[src/core/gtu_consts.vh]
`ifndef GTU_CONSTS_VH
`define GTU_CONSTS_VH

// Word indices of the registers; byte address is four times the index
`define GTU_IDX_CTRL0 6'h00
`define GTU_IDX_CNT0 6'h05
`define GTU_IDX_CAPTURE_RELOAD_REG 6'h0a
`define GTU_IDX_STAT 6'h0b

// Control word fields, one control word per timer
`define GTU_CTRL_W 17
`define GTU_F_SEL 2:0
`define GTU_F_MODE 4:3
`define GTU_F_RUN 5
`define GTU_F_DOWN 6
`define GTU_F_EXTDIR 7
`define GTU_F_GATE 8
`define GTU_F_EDGE 10:9
`define GTU_F_CONCAT 11
`define GTU_F_FUNC 13:12
`define GTU_F_RELOAD 12
`define GTU_F_TRIG 15:14
`define GTU_F_TRIG_RISE 14
`define GTU_F_TRIG_FALL 15
`define GTU_F_CLR 16

// Timer modes
`define GTU_MODE_TIMER 2'b00
`define GTU_MODE_COUNTER 2'b01
`define GTU_MODE_GATED 2'b10
`define GTU_MODE_INCR 2'b11

// Auxiliary timer functions in the first module
`define GTU_FN_TIMER 2'b00
`define GTU_FN_CAPTURE 2'b01
`define GTU_FN_RELOAD 2'b10

// Prescaler: factor is 2 to the power (selection + shift)
`define GTU_PRE_W 10
`define GTU_PRE1_SHIFT 4'h3
`define GTU_PRE2_SHIFT 4'h2

// Reset values, all-ones wrap value and count step
`define GTU_CTRL_RST 17'h00000
`define GTU_CNT_RST 16'h0000
`define GTU_CNT_MAX 16'hffff
`define GTU_CNT_ONE 16'h0001

// Bus responses
`define GTU_RESP_OKAY 2'b00
`define GTU_RESP_SLVERR 2'b10

`endif

[src/core/gtu_general_timer_unit.v]
// The address map and the AXI4-Lite register port are this design's own decisions.
`timescale 1ns/1ps
`include "gtu_consts.vh"
module gtu_general_timer_unit (
	input wire aclk,
	input wire aresetn,
	input wire [7:0] s_axi_awaddr,
	input wire s_axi_awvalid,
	output wire s_axi_awready,
	input wire [31:0] s_axi_wdata,
	input wire [3:0] s_axi_wstrb,
	input wire s_axi_wvalid,
	output wire s_axi_wready,
	output wire [1:0] s_axi_bresp,
	output wire s_axi_bvalid,
	input wire s_axi_bready,
	input wire [7:0] s_axi_araddr,
	input wire s_axi_arvalid,
	output wire s_axi_arready,
	output wire [31:0] s_axi_rdata,
	output wire [1:0] s_axi_rresp,
	output wire s_axi_rvalid,
	input wire s_axi_rready,
	input wire [4:0] timer_input_pin,
	input wire [4:0] direction_pin,
	input wire capture_input_pin,
	output wire core_one_output_pin,
	output wire core_two_output_pin,
	output wire compare_unit_clock
);

	// Timer index: 0 aux lo, 1 core one, 2 aux hi, 3 aux two, 4 core two
	reg [`GTU_CTRL_W-1:0] ctrl_r [0:4];
	reg [15:0] cnt_r [0:4];
	reg [15:0] capture_reload_reg_r;
	reg lat1_r;
	reg lat2_r;
	reg cmp_clk_r;
	reg [`GTU_PRE_W-1:0] pre_r;

	// Pin synchroniser stages: bits 4:0 input, 9:5 direction, 10 capture
	reg [10:0] sy1_r;
	reg [10:0] sy2_r;
	reg [10:0] sy3_r;
	wire [10:0] rise_w;
	wire [10:0] fall_w;

	wire [4:0] step_w;
	wire [4:0] dn_w;
	wire [4:0] wrap_w;
	wire [4:0] cap_w;
	wire [4:0] rld_w;
	wire [4:0] wr_ctrl_w;
	wire [4:0] wr_cnt_w;
	wire l1r_w;
	wire l1f_w;
	wire l2r_w;
	wire l2f_w;
	wire cap2_w;

	// Bus slave state
	reg aw_full_r;
	reg w_full_r;
	reg [7:0] aw_addr_r;
	reg [31:0] wdata_r;
	reg [3:0] wstrb_r;
	reg bvalid_r;
	reg [1:0] bresp_r;
	reg rvalid_r;
	reg [31:0] rdata_r;
	reg [1:0] rresp_r;
	reg [31:0] rd_data_c;
	reg rd_err_c;
	wire [5:0] widx_w;
	wire [5:0] rd_idx_w;
	wire [5:0] rd_off_w;
	wire wr_go_w;
	wire wr_capture_reload_reg_w;
	wire wr_err_w;
	integer i;
	integer j;

	// Select rising, falling or both edges
	function edge_hit;
		input [1:0] e;
		input r;
		input f;
		begin
			edge_hit = (e[0] & r) | (e[1] & f);
		end
	endfunction

	// One tick every 2^(sel+sh) clocks of the free prescaler
	function pre_hit;
		input [2:0] sel;
		input [3:0] sh;
		input [`GTU_PRE_W-1:0] p;
		reg [10:0] m;
		begin
			m = (11'h001 << (sel + sh)) - 11'h001;
			pre_hit = (({1'b0, p} & m) == m);
		end
	endfunction

	// Byte-lane merge of a 16-bit field
	function [15:0] mrg16;
		input [15:0] o;
		input [15:0] n;
		input [1:0] s;
		begin
			mrg16 = {s[1] ? n[15:8] : o[15:8], s[0] ? n[7:0] : o[7:0]};
		end
	endfunction

	// Outputs come straight from flip-flops
	assign core_one_output_pin = lat1_r;
	assign core_two_output_pin = lat2_r;
	assign compare_unit_clock = cmp_clk_r;

	// Free-running prescaler shared by all timers
	always @(posedge aclk) begin
		if (!aresetn) begin
			pre_r <= 10'h000;
		end else begin
			pre_r <= pre_r + 10'h001;
		end
	end

	// Two-stage synchroniser plus one history stage for edges
	always @(posedge aclk) begin
		if (!aresetn) begin
			sy1_r <= 11'h000;
			sy2_r <= 11'h000;
			sy3_r <= 11'h000;
		end else begin
			sy1_r <= {capture_input_pin, direction_pin, timer_input_pin};
			sy2_r <= sy1_r;
			sy3_r <= sy2_r;
		end
	end

	// Edges only from the settled stages
	assign rise_w = sy2_r & ~sy3_r;
	assign fall_w = ~sy2_r & sy3_r;

	// Toggle latch transitions, seen in the wrap cycle itself
	assign l1r_w = wrap_w[1] & ~lat1_r;
	assign l1f_w = wrap_w[1] & lat1_r;
	assign l2r_w = wrap_w[4] & ~lat2_r;
	assign l2f_w = wrap_w[4] & lat2_r;

	// Per-timer step, direction and trigger logic
	genvar g;
	generate
		for (g = 0; g < 5; g = g + 1) begin : tmr
			localparam [3:0] SH = (g < 3) ? `GTU_PRE1_SHIFT : `GTU_PRE2_SHIFT;
			localparam AUX1 = (g == 0) || (g == 2);
			localparam AUX = AUX1 || (g == 3);
			localparam [5:0] CI = `GTU_IDX_CTRL0 + g;
			localparam [5:0] NI = `GTU_IDX_CNT0 + g;
			wire [`GTU_CTRL_W-1:0] c;
			wire tick;
			wire lr;
			wire lf;
			wire pe;
			wire ext;
			wire quad;
			wire up_q;
			wire gate;
			wire held;
			reg mode_step;

			assign c = ctrl_r[g];
			// Prescaled tick, factor set by the 3-bit selection
			assign tick = pre_hit(c[`GTU_F_SEL], SH, pre_r);
			assign lr = (g == 3) ? l2r_w : l1r_w;
			assign lf = (g == 3) ? l2f_w : l1f_w;
			assign pe = edge_hit(c[`GTU_F_EDGE], rise_w[g], fall_w[g]);
			// Count source: own pin or the core toggle latch
			assign ext = (AUX && c[`GTU_F_CONCAT]) ? edge_hit(c[`GTU_F_EDGE], lr, lf) : pe;
			// Any edge of A or B is a quadrature step
			assign quad = (sy2_r[g] ^ sy3_r[g]) | (sy2_r[5+g] ^ sy3_r[5+g]);
			assign up_q = sy2_r[g] ^ sy3_r[5+g];
			// Input pin doubles as gate level
			assign gate = (sy2_r[g] == c[`GTU_F_GATE]);
			// Capture or reload function freezes aux lo or aux hi
			assign held = AUX1 && (c[`GTU_F_FUNC] != `GTU_FN_TIMER);

			// Step source by mode
			always @* begin
				case (c[`GTU_F_MODE])
					`GTU_MODE_TIMER: mode_step = tick;
					`GTU_MODE_COUNTER: mode_step = ext;
					`GTU_MODE_GATED: mode_step = tick & gate;
					`GTU_MODE_INCR: mode_step = quad;
					default: mode_step = 1'b0;
				endcase
			end

			assign step_w[g] = c[`GTU_F_RUN] & ~held & mode_step;
			// Software direction, inverted by a high direction pin
			assign dn_w[g] = (c[`GTU_F_MODE] == `GTU_MODE_INCR) ? ~up_q :
				c[`GTU_F_DOWN] ^ (c[`GTU_F_EXTDIR] & sy2_r[5+g]);
			// Up from all ones or down from zero wraps
			assign wrap_w[g] = step_w[g] &
				(dn_w[g] ? (cnt_r[g] == `GTU_CNT_RST) : (cnt_r[g] == `GTU_CNT_MAX));
			// Aux capture of core one on its own pin
			assign cap_w[g] = AUX1 && (c[`GTU_F_FUNC] == `GTU_FN_CAPTURE) && pe;
			// Aux reload of core one on pin or chosen latch edge
			assign rld_w[g] = AUX1 && (c[`GTU_F_FUNC] == `GTU_FN_RELOAD) &&
				(pe | (c[`GTU_F_TRIG_RISE] & l1r_w) | (c[`GTU_F_TRIG_FALL] & l1f_w));
			assign wr_ctrl_w[g] = wr_go_w && (widx_w == CI);
			assign wr_cnt_w[g] = wr_go_w && (widx_w == NI);
		end
	endgenerate

	// Capture into the capture/reload register from a chosen source
	assign cap2_w = (ctrl_r[3][`GTU_F_FUNC] == 2'b00) ?
		edge_hit(ctrl_r[3][`GTU_F_TRIG], rise_w[10], fall_w[10]) :
		(ctrl_r[3][12] & edge_hit(ctrl_r[3][`GTU_F_TRIG], rise_w[1], fall_w[1])) |
		(ctrl_r[3][13] & edge_hit(ctrl_r[3][`GTU_F_TRIG], rise_w[6], fall_w[6]));

	// Counters, captures, reloads and latches; bus writes win last
	always @(posedge aclk) begin
		if (!aresetn) begin
			for (i = 0; i < 5; i = i + 1) begin
				cnt_r[i] <= `GTU_CNT_RST;
			end
			capture_reload_reg_r <= `GTU_CNT_RST;
			lat1_r <= 1'b0;
			lat2_r <= 1'b0;
			cmp_clk_r <= 1'b0;
		end else begin
			for (i = 0; i < 5; i = i + 1) begin
				if (step_w[i]) begin
					cnt_r[i] <= dn_w[i] ? cnt_r[i] - `GTU_CNT_ONE : cnt_r[i] + `GTU_CNT_ONE;
				end
			end
			if (cap_w[0]) begin
				cnt_r[0] <= cnt_r[1];
			end
			if (cap_w[2]) begin
				cnt_r[2] <= cnt_r[1];
			end
			// Aux lo has priority if both reload at once
			if (rld_w[0]) begin
				cnt_r[1] <= cnt_r[0];
			end else if (rld_w[2]) begin
				cnt_r[1] <= cnt_r[2];
			end
			if (wrap_w[4] && ctrl_r[4][`GTU_F_RELOAD]) begin
				cnt_r[4] <= capture_reload_reg_r;
			end
			if (cap2_w) begin
				capture_reload_reg_r <= cnt_r[3];
				if (ctrl_r[3][`GTU_F_CLR]) begin
					cnt_r[3] <= `GTU_CNT_RST;
				end
			end
			lat1_r <= lat1_r ^ wrap_w[1];
			lat2_r <= lat2_r ^ wrap_w[4];
			cmp_clk_r <= wrap_w[4];
			for (i = 0; i < 5; i = i + 1) begin
				if (wr_cnt_w[i]) begin
					cnt_r[i] <= mrg16(cnt_r[i], wdata_r[15:0], wstrb_r[1:0]);
				end
			end
			if (wr_capture_reload_reg_w) begin
				capture_reload_reg_r <= mrg16(capture_reload_reg_r, wdata_r[15:0], wstrb_r[1:0]);
			end
		end
	end

	// Control registers
	always @(posedge aclk) begin
		if (!aresetn) begin
			for (j = 0; j < 5; j = j + 1) begin
				ctrl_r[j] <= `GTU_CTRL_RST;
			end
		end else begin
			for (j = 0; j < 5; j = j + 1) begin
				if (wr_ctrl_w[j]) begin
					ctrl_r[j] <= {wstrb_r[2] ? wdata_r[16] : ctrl_r[j][16],
						mrg16(ctrl_r[j][15:0], wdata_r[15:0], wstrb_r[1:0])};
				end
			end
		end
	end

	// Write decode: fires once both address and data are held and no write response is pending
	assign widx_w = aw_addr_r[7:2];
	assign wr_go_w = aw_full_r & w_full_r & ~bvalid_r;
	assign wr_capture_reload_reg_w = wr_go_w && (widx_w == `GTU_IDX_CAPTURE_RELOAD_REG);
	assign wr_err_w = (widx_w > `GTU_IDX_STAT);

	// Handshakes: each channel ready while its holding slot is empty
	assign s_axi_awready = ~aw_full_r;
	assign s_axi_wready = ~w_full_r;
	assign s_axi_arready = ~rvalid_r;
	assign s_axi_bvalid = bvalid_r;
	assign s_axi_bresp = bresp_r;
	assign s_axi_rvalid = rvalid_r;
	assign s_axi_rdata = rdata_r;
	assign s_axi_rresp = rresp_r;

	// Write channel: address and data taken in either order
	always @(posedge aclk) begin
		if (!aresetn) begin
			aw_full_r <= 1'b0;
			w_full_r <= 1'b0;
			aw_addr_r <= 8'h00;
			wdata_r <= 32'h00000000;
			wstrb_r <= 4'h0;
			bvalid_r <= 1'b0;
			bresp_r <= `GTU_RESP_OKAY;
		end else begin
			if (s_axi_awvalid && !aw_full_r) begin
				aw_full_r <= 1'b1;
				aw_addr_r <= s_axi_awaddr;
			end
			if (s_axi_wvalid && !w_full_r) begin
				w_full_r <= 1'b1;
				wdata_r <= s_axi_wdata;
				wstrb_r <= s_axi_wstrb;
			end
			if (wr_go_w) begin
				aw_full_r <= 1'b0;
				w_full_r <= 1'b0;
				bvalid_r <= 1'b1;
				bresp_r <= wr_err_w ? `GTU_RESP_SLVERR : `GTU_RESP_OKAY;
			end else if (bvalid_r && s_axi_bready) begin
				bvalid_r <= 1'b0;
			end
		end
	end

	// Read address decode
	assign rd_idx_w = s_axi_araddr[7:2];
	assign rd_off_w = rd_idx_w - `GTU_IDX_CNT0;

	// Read data mux; status shows latches and live directions
	always @* begin
		rd_data_c = 32'h00000000;
		rd_err_c = 1'b0;
		if (rd_idx_w < `GTU_IDX_CNT0) begin
			rd_data_c = {15'h0000, ctrl_r[rd_idx_w[2:0]]};
		end else if (rd_idx_w < `GTU_IDX_CAPTURE_RELOAD_REG) begin
			rd_data_c = {16'h0000, cnt_r[rd_off_w[2:0]]};
		end else if (rd_idx_w == `GTU_IDX_CAPTURE_RELOAD_REG) begin
			rd_data_c = {16'h0000, capture_reload_reg_r};
		end else if (rd_idx_w == `GTU_IDX_STAT) begin
			rd_data_c = {25'h0000000, dn_w, lat2_r, lat1_r};
		end else begin
			rd_err_c = 1'b1;
		end
	end

	// Read channel: answer one cycle after the address is taken
	always @(posedge aclk) begin
		if (!aresetn) begin
			rvalid_r <= 1'b0;
			rdata_r <= 32'h00000000;
			rresp_r <= `GTU_RESP_OKAY;
		end else begin
			if (s_axi_arvalid && !rvalid_r) begin
				rvalid_r <= 1'b1;
				rdata_r <= rd_data_c;
				rresp_r <= rd_err_c ? `GTU_RESP_SLVERR : `GTU_RESP_OKAY;
			end else if (rvalid_r && s_axi_rready) begin
				rvalid_r <= 1'b0;
			end
		end
	end

endmodule

[config.mk]
export PLATFORM = sky130hd
export DESIGN_NAME = gtu_general_timer_unit
export DESIGN_NICKNAME = d
export VERILOG_FILES = /design/src/core/gtu_general_timer_unit.v
export VERILOG_INCLUDE_DIRS = /design/src /design/src/core
export SDC_FILE = /design/constraint.sdc
export NUM_CORES = 1
export LEC_CHECK = 0
export ABC_AREA = 1
export BUFFER_PORTS_ARGS = -buffer_cell sky130_fd_sc_hd__buf_4
export CAP_MARGIN = 10
export CORE_ASPECT_RATIO = 1.5
export CORE_UTILIZATION = 62
export CTS_CLUSTER_SIZE = 16
export DETAILED_ROUTE_END_ITERATION = 8
export GPL_TIMING_DRIVEN = 1
export PLACE_DENSITY = 0.81
export SETUP_SLACK_MARGIN = 0.02
export SLEW_MARGIN = 10
export SYNTH_ARGS = -nofsm -noshare
export SYNTH_HDL_FRONTEND = slang
export SYNTH_SLANG_ARGS = --single-unit
[constraint.sdc]
create_clock -name aclk -period 4.9 [get_ports aclk]
set_clock_uncertainty 0.15 [all_clocks]
set_input_delay 0.49 -clock aclk [delete_from_list [all_inputs] [get_ports aclk]]
set_output_delay 0.49 -clock aclk [all_outputs]
set_load 0.02 [all_outputs]
==> impl_metrics.py, run 1 <==
metrics = {
    "worst_hold_path": {
        "hold_path_class": "in2reg",
    },
    "clock_network": {
        "cts_resized": 0,
        "clk_path_buf_depth": 3,
        "cts_sinks": 276,
        "ctsRootBufferMaster": "clkbuf_16",
        "cts_inserted_buffers": 28,
        "h-tree-depth": 1,
        "clk_latency_ns": 0.57,
        "cts_tree": "yes",
        "clk_pin_slew_worst_paths_ns": 0.06,
    },
    "worst_setup_path": {
        "crit_top_cell": "nand2_1",
        "cpLargestDelayFamily": "simple AND/OR/NAND/NOR gates",
        "worstSetupEndpointType": "register",
        "slowest_stage": "edfxtp_1",
        "arrival_ns": 4.75,
        "slowest_delay_ns": 0.44,
        "cp_max_fo": 12,
        "worst_setup_path_start_kind": "register",
        "cp.required_ns": 5.18,
        "cp.buffers_inverters": 4,
        "critical_path_class": "reg2reg",
    },
    "timing": {
        "fin_crit_sh_pct": 91.28,
        "fin_ws_ns": 0.4275,
        "max_freq_ghz": 0.2236,
        "setup_violations": 0,
        "fin_crit_ns": 4.472,
        "fin_setup_tns_ns": 0,
        "slew_headroom_pct": 9.206,
        "rsz0062_at_grt": "false",
        "slew_violations": 0,
        "hold_viol": 0,
        "worst_slew_pin_slew_ns": 1.357,
    },
    "floorplan": {
        "row_count": 76,
        "die_h_um": 213.0,
        "core_area_sq_mm": 0.02900,
        "initial_utilization_pct": 63.46,
        "die_x_um": 142.7,
        "die-area_sq_mm": 0.03039,
        "io_pins": 114,
    },
    "run": {
        "maxCapViolations": 0,
    },
    "pwr": {
        "ir_drop_v": 0.0003334,
        "p_leak_nw": 8.996,
        "p_int_mw": 4.254,
        "power_mw": 6.250,
        "p_comb_share_pct": 19.8,
        "cellPowerDensity_mw_per_mm2": 306.4,
        "clkPwrFrac_pct": 36.4,
        "seqPwrFrac_pct": 43.9,
        "switching_share_pct": 31.93,
        "switchingPower_mw": 1.996,
    },
    "global_routing": {
        "grt-ovfl-total": 0,
        "grt_pass1_vias": 17500,
        "grt_pass1_wl_um": 101500,
        "antenna_found_initial": 1,
        "grtUsageTotal_pct": 45.66,
        "grt_max_degree": 70,
    },
    "detailed_routing": {
        "ant_nets": 0,
        "drtIter0Drc": 2057,
        "firstDrtPassIters": 7,
        "drc_errors": 0,
        "wire_per_inst_um": 23.62,
        "routed_wl_um": 68270,
        "vias": 18310,
        "via_per_inst": 6.335,
    },
    "logic_synthesis": {
        "async_reset_ff_share_pct": 0,
        "synth_edf_count": 165,
        "ys_types": 55,
        "ys_warn_count": 0,
        "yosys-top-cells-area": "edfxtp_1 (27%), dfxtp_1 (12%), nand2_1 (9.7%)",
        "synthXorXnorAreaFrac_pct": 3.379,
        "syn_inst": 2403,
        "synth_compound_area_share_pct": 20.31,
        "seq_area_frac_synth_pct": 38.99,
        "yosys.area_share.simple_pct": 20.51,
        "synth_top_area_share_pct": 26.92,
        "syn_area_per_cell_sq_um": 7.659,
        "synth_top_family_by_area": "simple AND/OR/NAND/NOR gates",
        "synth_area_sq_mm": 0.01841,
        "synth_mux_area_share_pct": 0,
        "yosysTopAreaCell": "edfxtp_1",
        "ys.flop_type": "edfxtp_1",
        "synth_fa_ha_area_share_pct": 7.818,
        "ys_ff_latch": 276,
    },
    "final_layout": {
        "fin_nets": 2659,
        "fin_util_pct": 70.32,
        "layout_common_cells": "nand2_1 (476), inv_1 (293), o21ai_0 (268)",
        "final_common_cell": "nand2_1",
        "area_growth_syn_to_layout_pct": 10.81,
        "multi_input_area_sq_mm": 0.009661,
        "stdcell_area_sq_mm": 0.02039,
        "drive_above_1_share_pct": 8.283,
        "regArea_sq_mm": 0.007177,
        "fill_cells": 2379,
    },
    "placement": {
        "detailed_place_hpwl_um": 51650,
        "place_ws_ns": 0.5407,
        "port_buffers": 76,
        "gp_congestion": 1.052,
        "placed_area_sq_mm": 0.01927,
    },
    "run_status": {
        "status": "completed",
    },
}
[worst reg2reg max path, stage by stage (launching register included)]
cell      delay [ns]
edfxtp_1        0.44
inv_2           0.10
ha_1            0.38
nor2_4          0.17
nand3_2         0.08
ha_1            0.22
inv_1           0.08
nand2_1         0.07
nand2_1         0.08
a21oi_1         0.06
nand2_1         0.06
nand3_1         0.12
o21bai_2        0.27
nand2_1         0.11
nor2_1          0.23
ha_1            0.24
nand2_1         0.07
nand3_1         0.08
o21ai_0         0.08
nand2_1         0.07
o211ai_1        0.08
nand2_1         0.13
nand2_1         0.14
nand3_2         0.27
buf_12          0.18
buf_4           0.19
nand3b_1        0.11
nand2_1         0.11
[area by class of cell]
class | instances | area share (%)
Sequential cell | 276 | 35.19
Tap cell | 390 | 2.393
Clock inverter | 19 | 0.9632
Clock buffer | 33 | 3.779
Antenna cell | 1 | 0.01227
Multi-Input combinational cell | 1749 | 47.37
Inverter | 298 | 5.485
Timing Repair Buffer | 124 | 4.810
[power groups by stage]
stage	Combinational, mW	Sequential, mW	Clock, mW
floorplan	0.827	2.72	0
global placement	1.15	2.78	0
detailed placement	1.17	2.78	0
CTS	1.20	2.73	2.25
global route	1.34	2.75	2.34
finish	1.23	2.74	2.27
[cells by family after synthesis]
kind of cell	after synthesis
simple gates	884
compound gates	659
buf+inv	399
flops	276
fa+ha+maj	112
xor+xnor	71
other cells	2
[sequential cells by signal, summed over array words and instances, names as in the netlist, 3 cells and up]
signal	cells
cnt_r	80
sy1_r	11
sy2_r	11
wdata_r	17
sy3_r	11
ctrl_r	85
s_axi_rdata	17
wstrb_r	3
pre_r	10
aw_addr_r	6
capture_reload_reg_r	16
[worst paths after layout]
path	slack, ns	to	depth (start not counted)	start
max	0.43	cnt_r[4][9]$_DFFE_PP_	27	ctrl_r[4][1]$_SDFFCE_PP0P_
min	0.03	s_axi_bvalid$_SDFFE_PN0P_	4	s_axi_bready
max reg2reg	0.43	cnt_r[4][9]$_DFFE_PP_	27	ctrl_r[4][1]$_SDFFCE_PP0P_
min reg2reg	0.27	sy2_r[7]$_SDFF_PN0_	2	sy1_r[7]$_SDFF_PN0_
[metrics by stage]
stage | instances | hold slack [ns]
final | 2890 | 0.03260
after global routing | 2890 | 0.03777
after CTS | 2889 | 0.02422
after detailed placement | 2822 | 0.2532
after global placement | 2822 | 0.2504
after floorplan | 2424 | 0.2405
[timing repair]
item | in CTS | in global routing
buffers inserted | 0 | 0
hold endpoints to repair | 15 | 0
hold buffers | 15 | 0
[Yosys cell counts (10+ instances only)]
cell      instances
a21oi_1         225
a31oi_1          30
buf_4            19
clkbuf_1         56
dfxtp_1         111
edfxtp_1        165
ha_1            107
inv_1           293
nand2_1         476
nand3_1         126
nand3b_1         10
nand4_1          38
nor2_1          177
nor3_1           28
nor4_1           10
o211ai_1         26
o21ai_0         271
o21ai_2          12
o21bai_1         19
o22ai_1          20
o22ai_2          10
xnor2_1          31
xor2_1           40
[routing by layer]
metal  GRT usage [%]  up-vias  routed length (um)
met5               0        -                   0
li1                -     8330                   -
met1           46.93     8305               21450
met2           76.56     1254               31900
met3           7.872      419                6382
met4           47.13        0                8525
Power figures use the tool's default switching activity.
==> run 2: changes to the inputs <==
- CORE_MARGIN: unset -> 8
- CORE_UTILIZATION: 62 -> 41
- PLACE_DENSITY: 0.81 -> unset
==> run 2 against run 1 <==
  * First-iteration DRC count fell by 23%
  * Largest power group unchanged
  * Cell area rose by 1.9%
  * Setup slack got worse by 0.0038 ns
  * Largest cell class unchanged
  * Highest routed layer unchanged
  * Sequential power barely moved
  * Sequential cell count did not move
  * Fmax barely moved
  * Critical endpoint is now cnt_r[3][3]$_DFFE_PP_
  * Power rose by 6.5%
  * Combinational power barely moved
==> impl_metrics.py, run 2 (synthesis results as in run 1) <==
metrics = {
    "run_status": {
        "status": "completed",
    },
    "global_routing": {
        "grt_pass1_wl_um": 102400,
        "grtUsageTotal_pct": 25.77,
        "grt_max_degree": 70,
        "antenna_found_initial": 1,
        "grt_pass1_vias": 17260,
        "grt-ovfl-total": 0,
    },
    "final_layout": {
        "final_common_cell": "nand2_1",
        "largest_register_ffs": 85,
        "largest-register": "ctrl_r",
        "fin_util_pct": 46.62,
        "drive_above_1_share_pct": 8.046,
        "top_regs": "ctrl_r: 85 flops, cnt_r: 80 flops",
        "layout_common_cells": "nand2_1 (475), inv_1 (293), o21ai_0 (270)",
        "area_growth_syn_to_layout_pct": 12.90,
        "fin_nets": 2656,
    },
    "pwr": {
        "cellPowerDensity_mw_per_mm2": 320.3,
        "p_leak_nw": 9.077,
        "ir_drop_v": 0.0002735,
    },
    "timing": {
        "fin_crit_ns": 4.476,
        "setup_violations": 0,
        "slew_headroom_pct": 18.21,
        "max_freq_ghz": 0.2234,
        "slew_violations": 0,
        "hold_viol": 0,
        "fin_crit_sh_pct": 91.35,
        "fin_hold_ws_ns": 0.04070,
        "worst_slew_pin_slew_ns": 1.214,
        "rsz0062_at_grt": "false",
        "fin_setup_tns_ns": 0,
    },
    "clock_network": {
        "cts_sinks": 276,
        "h-tree-depth": 1,
        "cts_inserted_buffers": 30,
        "ctsRootBufferMaster": "clkbuf_16",
        "clk_latency_ns": 0.60,
        "clk_pin_slew_worst_paths_ns": 0.06,
        "cts_tree": "yes",
        "clk_path_buf_depth": 3,
    },
    "floorplan": {
        "row_count": 95,
        "die_x_um": 189.0,
        "core_area_sq_mm": 0.04457,
        "io_pins": 114,
        "initial_utilization_pct": 41.29,
        "die-area_sq_mm": 0.05207,
        "die_h_um": 275.5,
    },
    "detailed_routing": {
        "drc_errors": 0,
        "vias": 17560,
        "drtIter0Drc": 1594,
        "routed_wl_um": 68670,
        "firstDrtPassIters": 6,
        "via_per_inst": 5.699,
        "wire_per_inst_um": 22.29,
        "ant_nets": 0,
    },
    "worst_setup_path": {
        "cp.required_ns": 5.14,
        "worstSetupEndpointType": "register",
        "arrival_ns": 4.71,
        "critical_path_class": "reg2reg",
        "worst_setup_path_start_kind": "register",
        "cp_max_fo": 15,
    },
    "placement": {
        "detailed_place_hpwl_um": 53810,
        "port_buffers": 76,
        "gp_congestion": 1.041,
    },
    "worst_hold_path": {
        "hold_path_class": "in2reg",
    },
    "run": {
        "maxCapViolations": 0,
    },
}
==> run 2: cell types whose count changed in the layout (fill, tap and decap cells not counted), sizes merged <==
cell,before,now
bufinv,2,10
inv,298,296
clkinvlp,6,1
clkbuf,33,36
buf,109,102
dlygate4sd3,15,17
==> run 2: worst max-delay path, stage by stage (launching register included) <==
cell,delay (ns)
edfxtp_1,0.46
buf_4,0.19
ha_1,0.26
inv_1,0.21
nand3_1,0.12
ha_1,0.28
inv_1,0.04
nand2_1,0.05
nand2_1,0.04
nor2_1,0.07
nand3_1,0.07
nor2_1,0.10
nand3_1,0.11
o21bai_2,0.22
nand2_1,0.10
nor2_1,0.21
ha_1,0.18
nand2_1,0.05
nand3_1,0.07
o21ai_0,0.07
nand2_1,0.06
o211ai_1,0.08
nand2_1,0.12
nand2_1,0.14
nand3_2,0.24
buf_4,0.22
nand2_4,0.16
o22ai_1,0.19
==> run 2: routing by layer <==
| metal | track usage, % | vias up | part of all wire [%] |
|---|---|---|---|
| met5 | 0 | - | 0 |
| met4 | 22.58 | 0 | 9.6 |
| met3 | 2.870 | 293 | 5.7 |
| met2 | 45.94 | 756 | 50 |
| met1 | 26.62 | 8187 | 35 |
| li1 | - | 8324 | - |
==> run 2: final cells by class <==
type / count / area (sq um)
Tap cell: 582 / 728.2
Multi-Input combinational cell: 1749 / 9663
Antenna cell: 1 / 2.502
Clock buffer: 36 / 793.3
Inverter: 298 / 1119
Clock inverter: 20 / 361.6
Fill cell: 4442 / 23790
Timing Repair Buffer: 119 / 935.9
Sequential cell: 276 / 7177
==> run 2: worst paths after layout <==
kind                                    from                        to  slack (ns)  cells past startpoint
hold / removal               s_axi_wdata[12]  wdata_r[12]$_SDFFE_PN0P_        0.04                      3
setup / recovery  ctrl_r[4][1]$_SDFFCE_PP0P_     cnt_r[3][3]$_DFFE_PP_        0.42                     27
hold reg to reg          sy1_r[2]$_SDFF_PN0_       sy2_r[2]$_SDFF_PN0_        0.27                      2
setup reg to reg  ctrl_r[4][1]$_SDFFCE_PP0P_     cnt_r[3][3]$_DFFE_PP_        0.42                     27
==> run 2: power breakdown <==
group	total [mW]	internal, mW	switching (mW)
Clock	2.69	1.68	1.01
Combinational	1.23	0.410	0.823
Sequential	2.74	2.59	0.146
==> run 2: metrics by stage <==
step	setup slack, ns	cells	cell area [sq um]	total power [mW]
final	0.4237	3081	20780	6.657
after global routing	0.1369	3081	20780	6.898
after CTS	0.3228	3078	20760	6.663
after detailed placement	0.3194	3005	19430	3.976
after global placement	0.3841	3005	19430	3.960
after floorplan	1.256	2424	18480	3.551
==> run 2: repair_timing <==
item	4_1_cts	5_1_grt
buffers inserted	0	2
endpoints found under the setup margin	0	24
endpoints found under the hold margin	17	0
hold buffers	17	0
gates resized for setup	0	1
==> run 3: changes to the inputs <==
- CTS_BUF_LIST: unset -> sky130_fd_sc_hd__clkbuf_8
- GPL_TIMING_DRIVEN: 1 -> 0
==> run 3 against run 2 <==
  * Count of clock-buffer cells in the layout increased by 23
  * Cell area increased by 1.4%
  * Power decreased by 5.8%
  * Cell count increased by 3.9%
  * Register-to-register slack got worse by 0.28 ns
  * Core utilization increased by 0.64 points
  * Sequential share of layout area decreased by 0.47 points
  * Sequential power about the same
  * Fmax decreased by 5.9%
  * First-iteration DRC count increased by 7.4%
  * Global-route usage increased by 3.6 points
  * Largest power group unchanged
  * Highest routed layer unchanged
==> impl_metrics.py, run 3 (synthesis results as in run 1) <==
metrics = {
    "run_status": {
        "status": "completed",
    },
    "placement": {
        "placed_area_sq_mm": 0.01977,
        "gp_congestion": 1.044,
        "place_ws_ns": -0.6310,
        "dp_cells": 3080,
        "port_buffers": 74,
        "detailed_place_hpwl_um": 62150,
    },
    "clock_network": {
        "h-tree-depth": 2,
        "clk_path_buf_depth": 3,
        "clk_latency_ns": 0.64,
        "cts_tree": "yes",
        "clk_pin_slew_worst_paths_ns": 0.06,
        "ctsRootBufferMaster": "clkbuf_8",
        "cts_sinks": 276,
        "cts_inserted_buffers": 49,
    },
    "run": {
        "maxCapViolations": 0,
    },
    "pwr": {
        "power_mw": 6.271,
        "p_leak_nw": 9.278,
        "ir_drop_v": 0.0001769,
        "cellPowerDensity_mw_per_mm2": 297.7,
    },
    "detailed_routing": {
        "drc_errors": 0,
        "ant_nets": 0,
        "firstDrtPassIters": 6,
        "wire_per_inst_um": 24.35,
        "routed_wl_um": 77910,
        "vias": 18340,
        "drtIter0Drc": 1712,
        "via_per_inst": 5.732,
    },
    "global_routing": {
        "grt_pass1_wl_um": 113900,
        "grtUsageTotal_pct": 29.40,
        "antenna_found_initial": 2,
        "grt-ovfl-total": 0,
        "grt_pass1_vias": 18000,
        "grt_max_degree": 21,
    },
    "timing": {
        "fin_crit_sh_pct": 97.03,
        "fin_ws_ns": 0.1455,
        "slew_violations": 0,
        "hold_viol": 0,
        "fin_hold_ws_ns": 0.01791,
        "setup_violations": 0,
        "worst_slew_pin_slew_ns": 1.177,
        "rsz0062_at_grt": "false",
        "max_freq_ghz": 0.2103,
        "slew_headroom_pct": 20.72,
        "fin_crit_ns": 4.755,
    },
    "worst_setup_path": {
        "r2r-start": "ctrl_r[4][2]$_SDFFCE_PP0P_",
        "rrSetupSlack_ns": 0.15,
        "arrival_ns": 5.05,
        "cp.buffers_inverters": 4,
        "cpLargestDelayFamily": "simple AND/OR/NAND/NOR gates",
        "worstSetupEndpointType": "register",
        "reg2reg_to": "cnt_r[3][14]$_DFFE_PP_",
        "crit_top_cell": "nand2_1",
        "cp.required_ns": 5.19,
        "cp_max_fo": 10,
        "slowest_stage": "edfxtp_1",
        "critical_path_class": "reg2reg",
        "slowest_delay_ns": 0.49,
        "worst_setup_path_start_kind": "register",
        "reg2reg_depth": 28,
    },
    "floorplan": {
        "io_pins": 114,
        "core_area_sq_mm": 0.04457,
        "initial_utilization_pct": 41.29,
        "die_h_um": 275.5,
        "die_x_um": 189.0,
        "row_count": 95,
        "die-area_sq_mm": 0.05207,
    },
    "final_layout": {
        "layout.cells.non_filler": 3200,
        "drive_above_1_share_pct": 9.404,
        "largest-register": "ctrl_r",
        "final_common_cell": "nand2_1",
        "fin_nets": 2757,
        "top_regs": "ctrl_r: 85 flops, cnt_r: 80 flops",
        "stdcell_area_sq_mm": 0.02107,
        "area_growth_syn_to_layout_pct": 14.45,
        "largest_register_ffs": 85,
        "layout_common_cells": "nand2_1 (475), inv_1 (311), o21ai_0 (266)",
    },
    "worst_hold_path": {
        "hold_path_class": "in2reg",
        "hold_start": "s_axi_wdata[9]",
        "whs_endpoint": "wdata_r[9]$_SDFFE_PN0P_",
        "min_path_cells": 3,
    },
}
run 3: changes by cell type in the layout (fill, tap and decap cells not counted), moves of 9 or more:
cell | before | now
buf_2 | 0 | 10
clkbuf_1 | 4 | 55
bufinv_16 | 10 | 1
clkbuf_16 | 30 | 0
clkbuf_8 | 2 | 59
inv_1 | 293 | 311
run 3: area by class of cell:
type	instances	area (sq um)
flip-flops and latches	276	7177
repair buffers	100	795.8
multi-input cells	1749	9717
clock inverters	33	175.2
diodes	2	5.005
inverters	298	1119
fillers	4449	23510
clock buffers	59	812.0
well taps	582	728.2
plain buffers	101	536.8
run 3: tightest hold or removal path, delay by kind of cell:
kind	cells	cell delay (ns)
compound gates	2	0.17
buf+inv	1	0.08
run 3: report_power, final:
group	total, mW	internal, mW	switching, mW
Clock	2.23	1.15	1.08
Combinational	1.30	0.427	0.873
Sequential	2.74	2.59	0.149
Total	6.27	4.17	2.10
run 3: worst max path at each step:
stage | endpoint | depth (start not counted) | from | slack [ns]
2_1_floorplan | cnt_r[1][0]$_DFFE_PP_ | 18 | sy2_r[6]$_SDFF_PN0_ | 1.26
6_report | cnt_r[3][14]$_DFFE_PP_ | 28 | ctrl_r[4][2]$_SDFFCE_PP0P_ | 0.15
3_3_place_gp | cnt_r[1][5]$_DFFE_PP_ | 18 | sy2_r[6]$_SDFF_PN0_ | -0.60
4_1_cts | cnt_r[1][12]$_DFFE_PP_ | 18 | sy2_r[6]$_SDFF_PN0_ | 0.05
3_5_place_dp | cnt_r[1][5]$_DFFE_PP_ | 18 | sy2_r[6]$_SDFF_PN0_ | -0.63
5_1_grt | cnt_r[1][7]$_DFFE_PP_ | 26 | ctrl_r[4][2]$_SDFFCE_PP0P_ | 0.008
run 3: timing repair:
item,CTS,global route
resized for setup,10,10
buffers inserted,2,4
endpoints found under the hold margin,19,0
hold buffers,19,0
setup endpoints to repair,136,74
run 3: through the flow:
step | TNS (ns) | util [%]
detailed placement | -31.02 | 44.35
CTS | 0 | 47.08
global route | 0 | 47.25
finish | 0 | 47.26
floorplan | 0 | -
global placement | -31.03 | 44.35
run 3: layer usage:
layer  up-vias  wire [um]  GRT usage, %
li1       8536          -             -
met1      8693      27520         31.26
met2       853      39020         53.14
met3       261       4921         3.679
met4         0       6455         21.18
met5         -          0             0
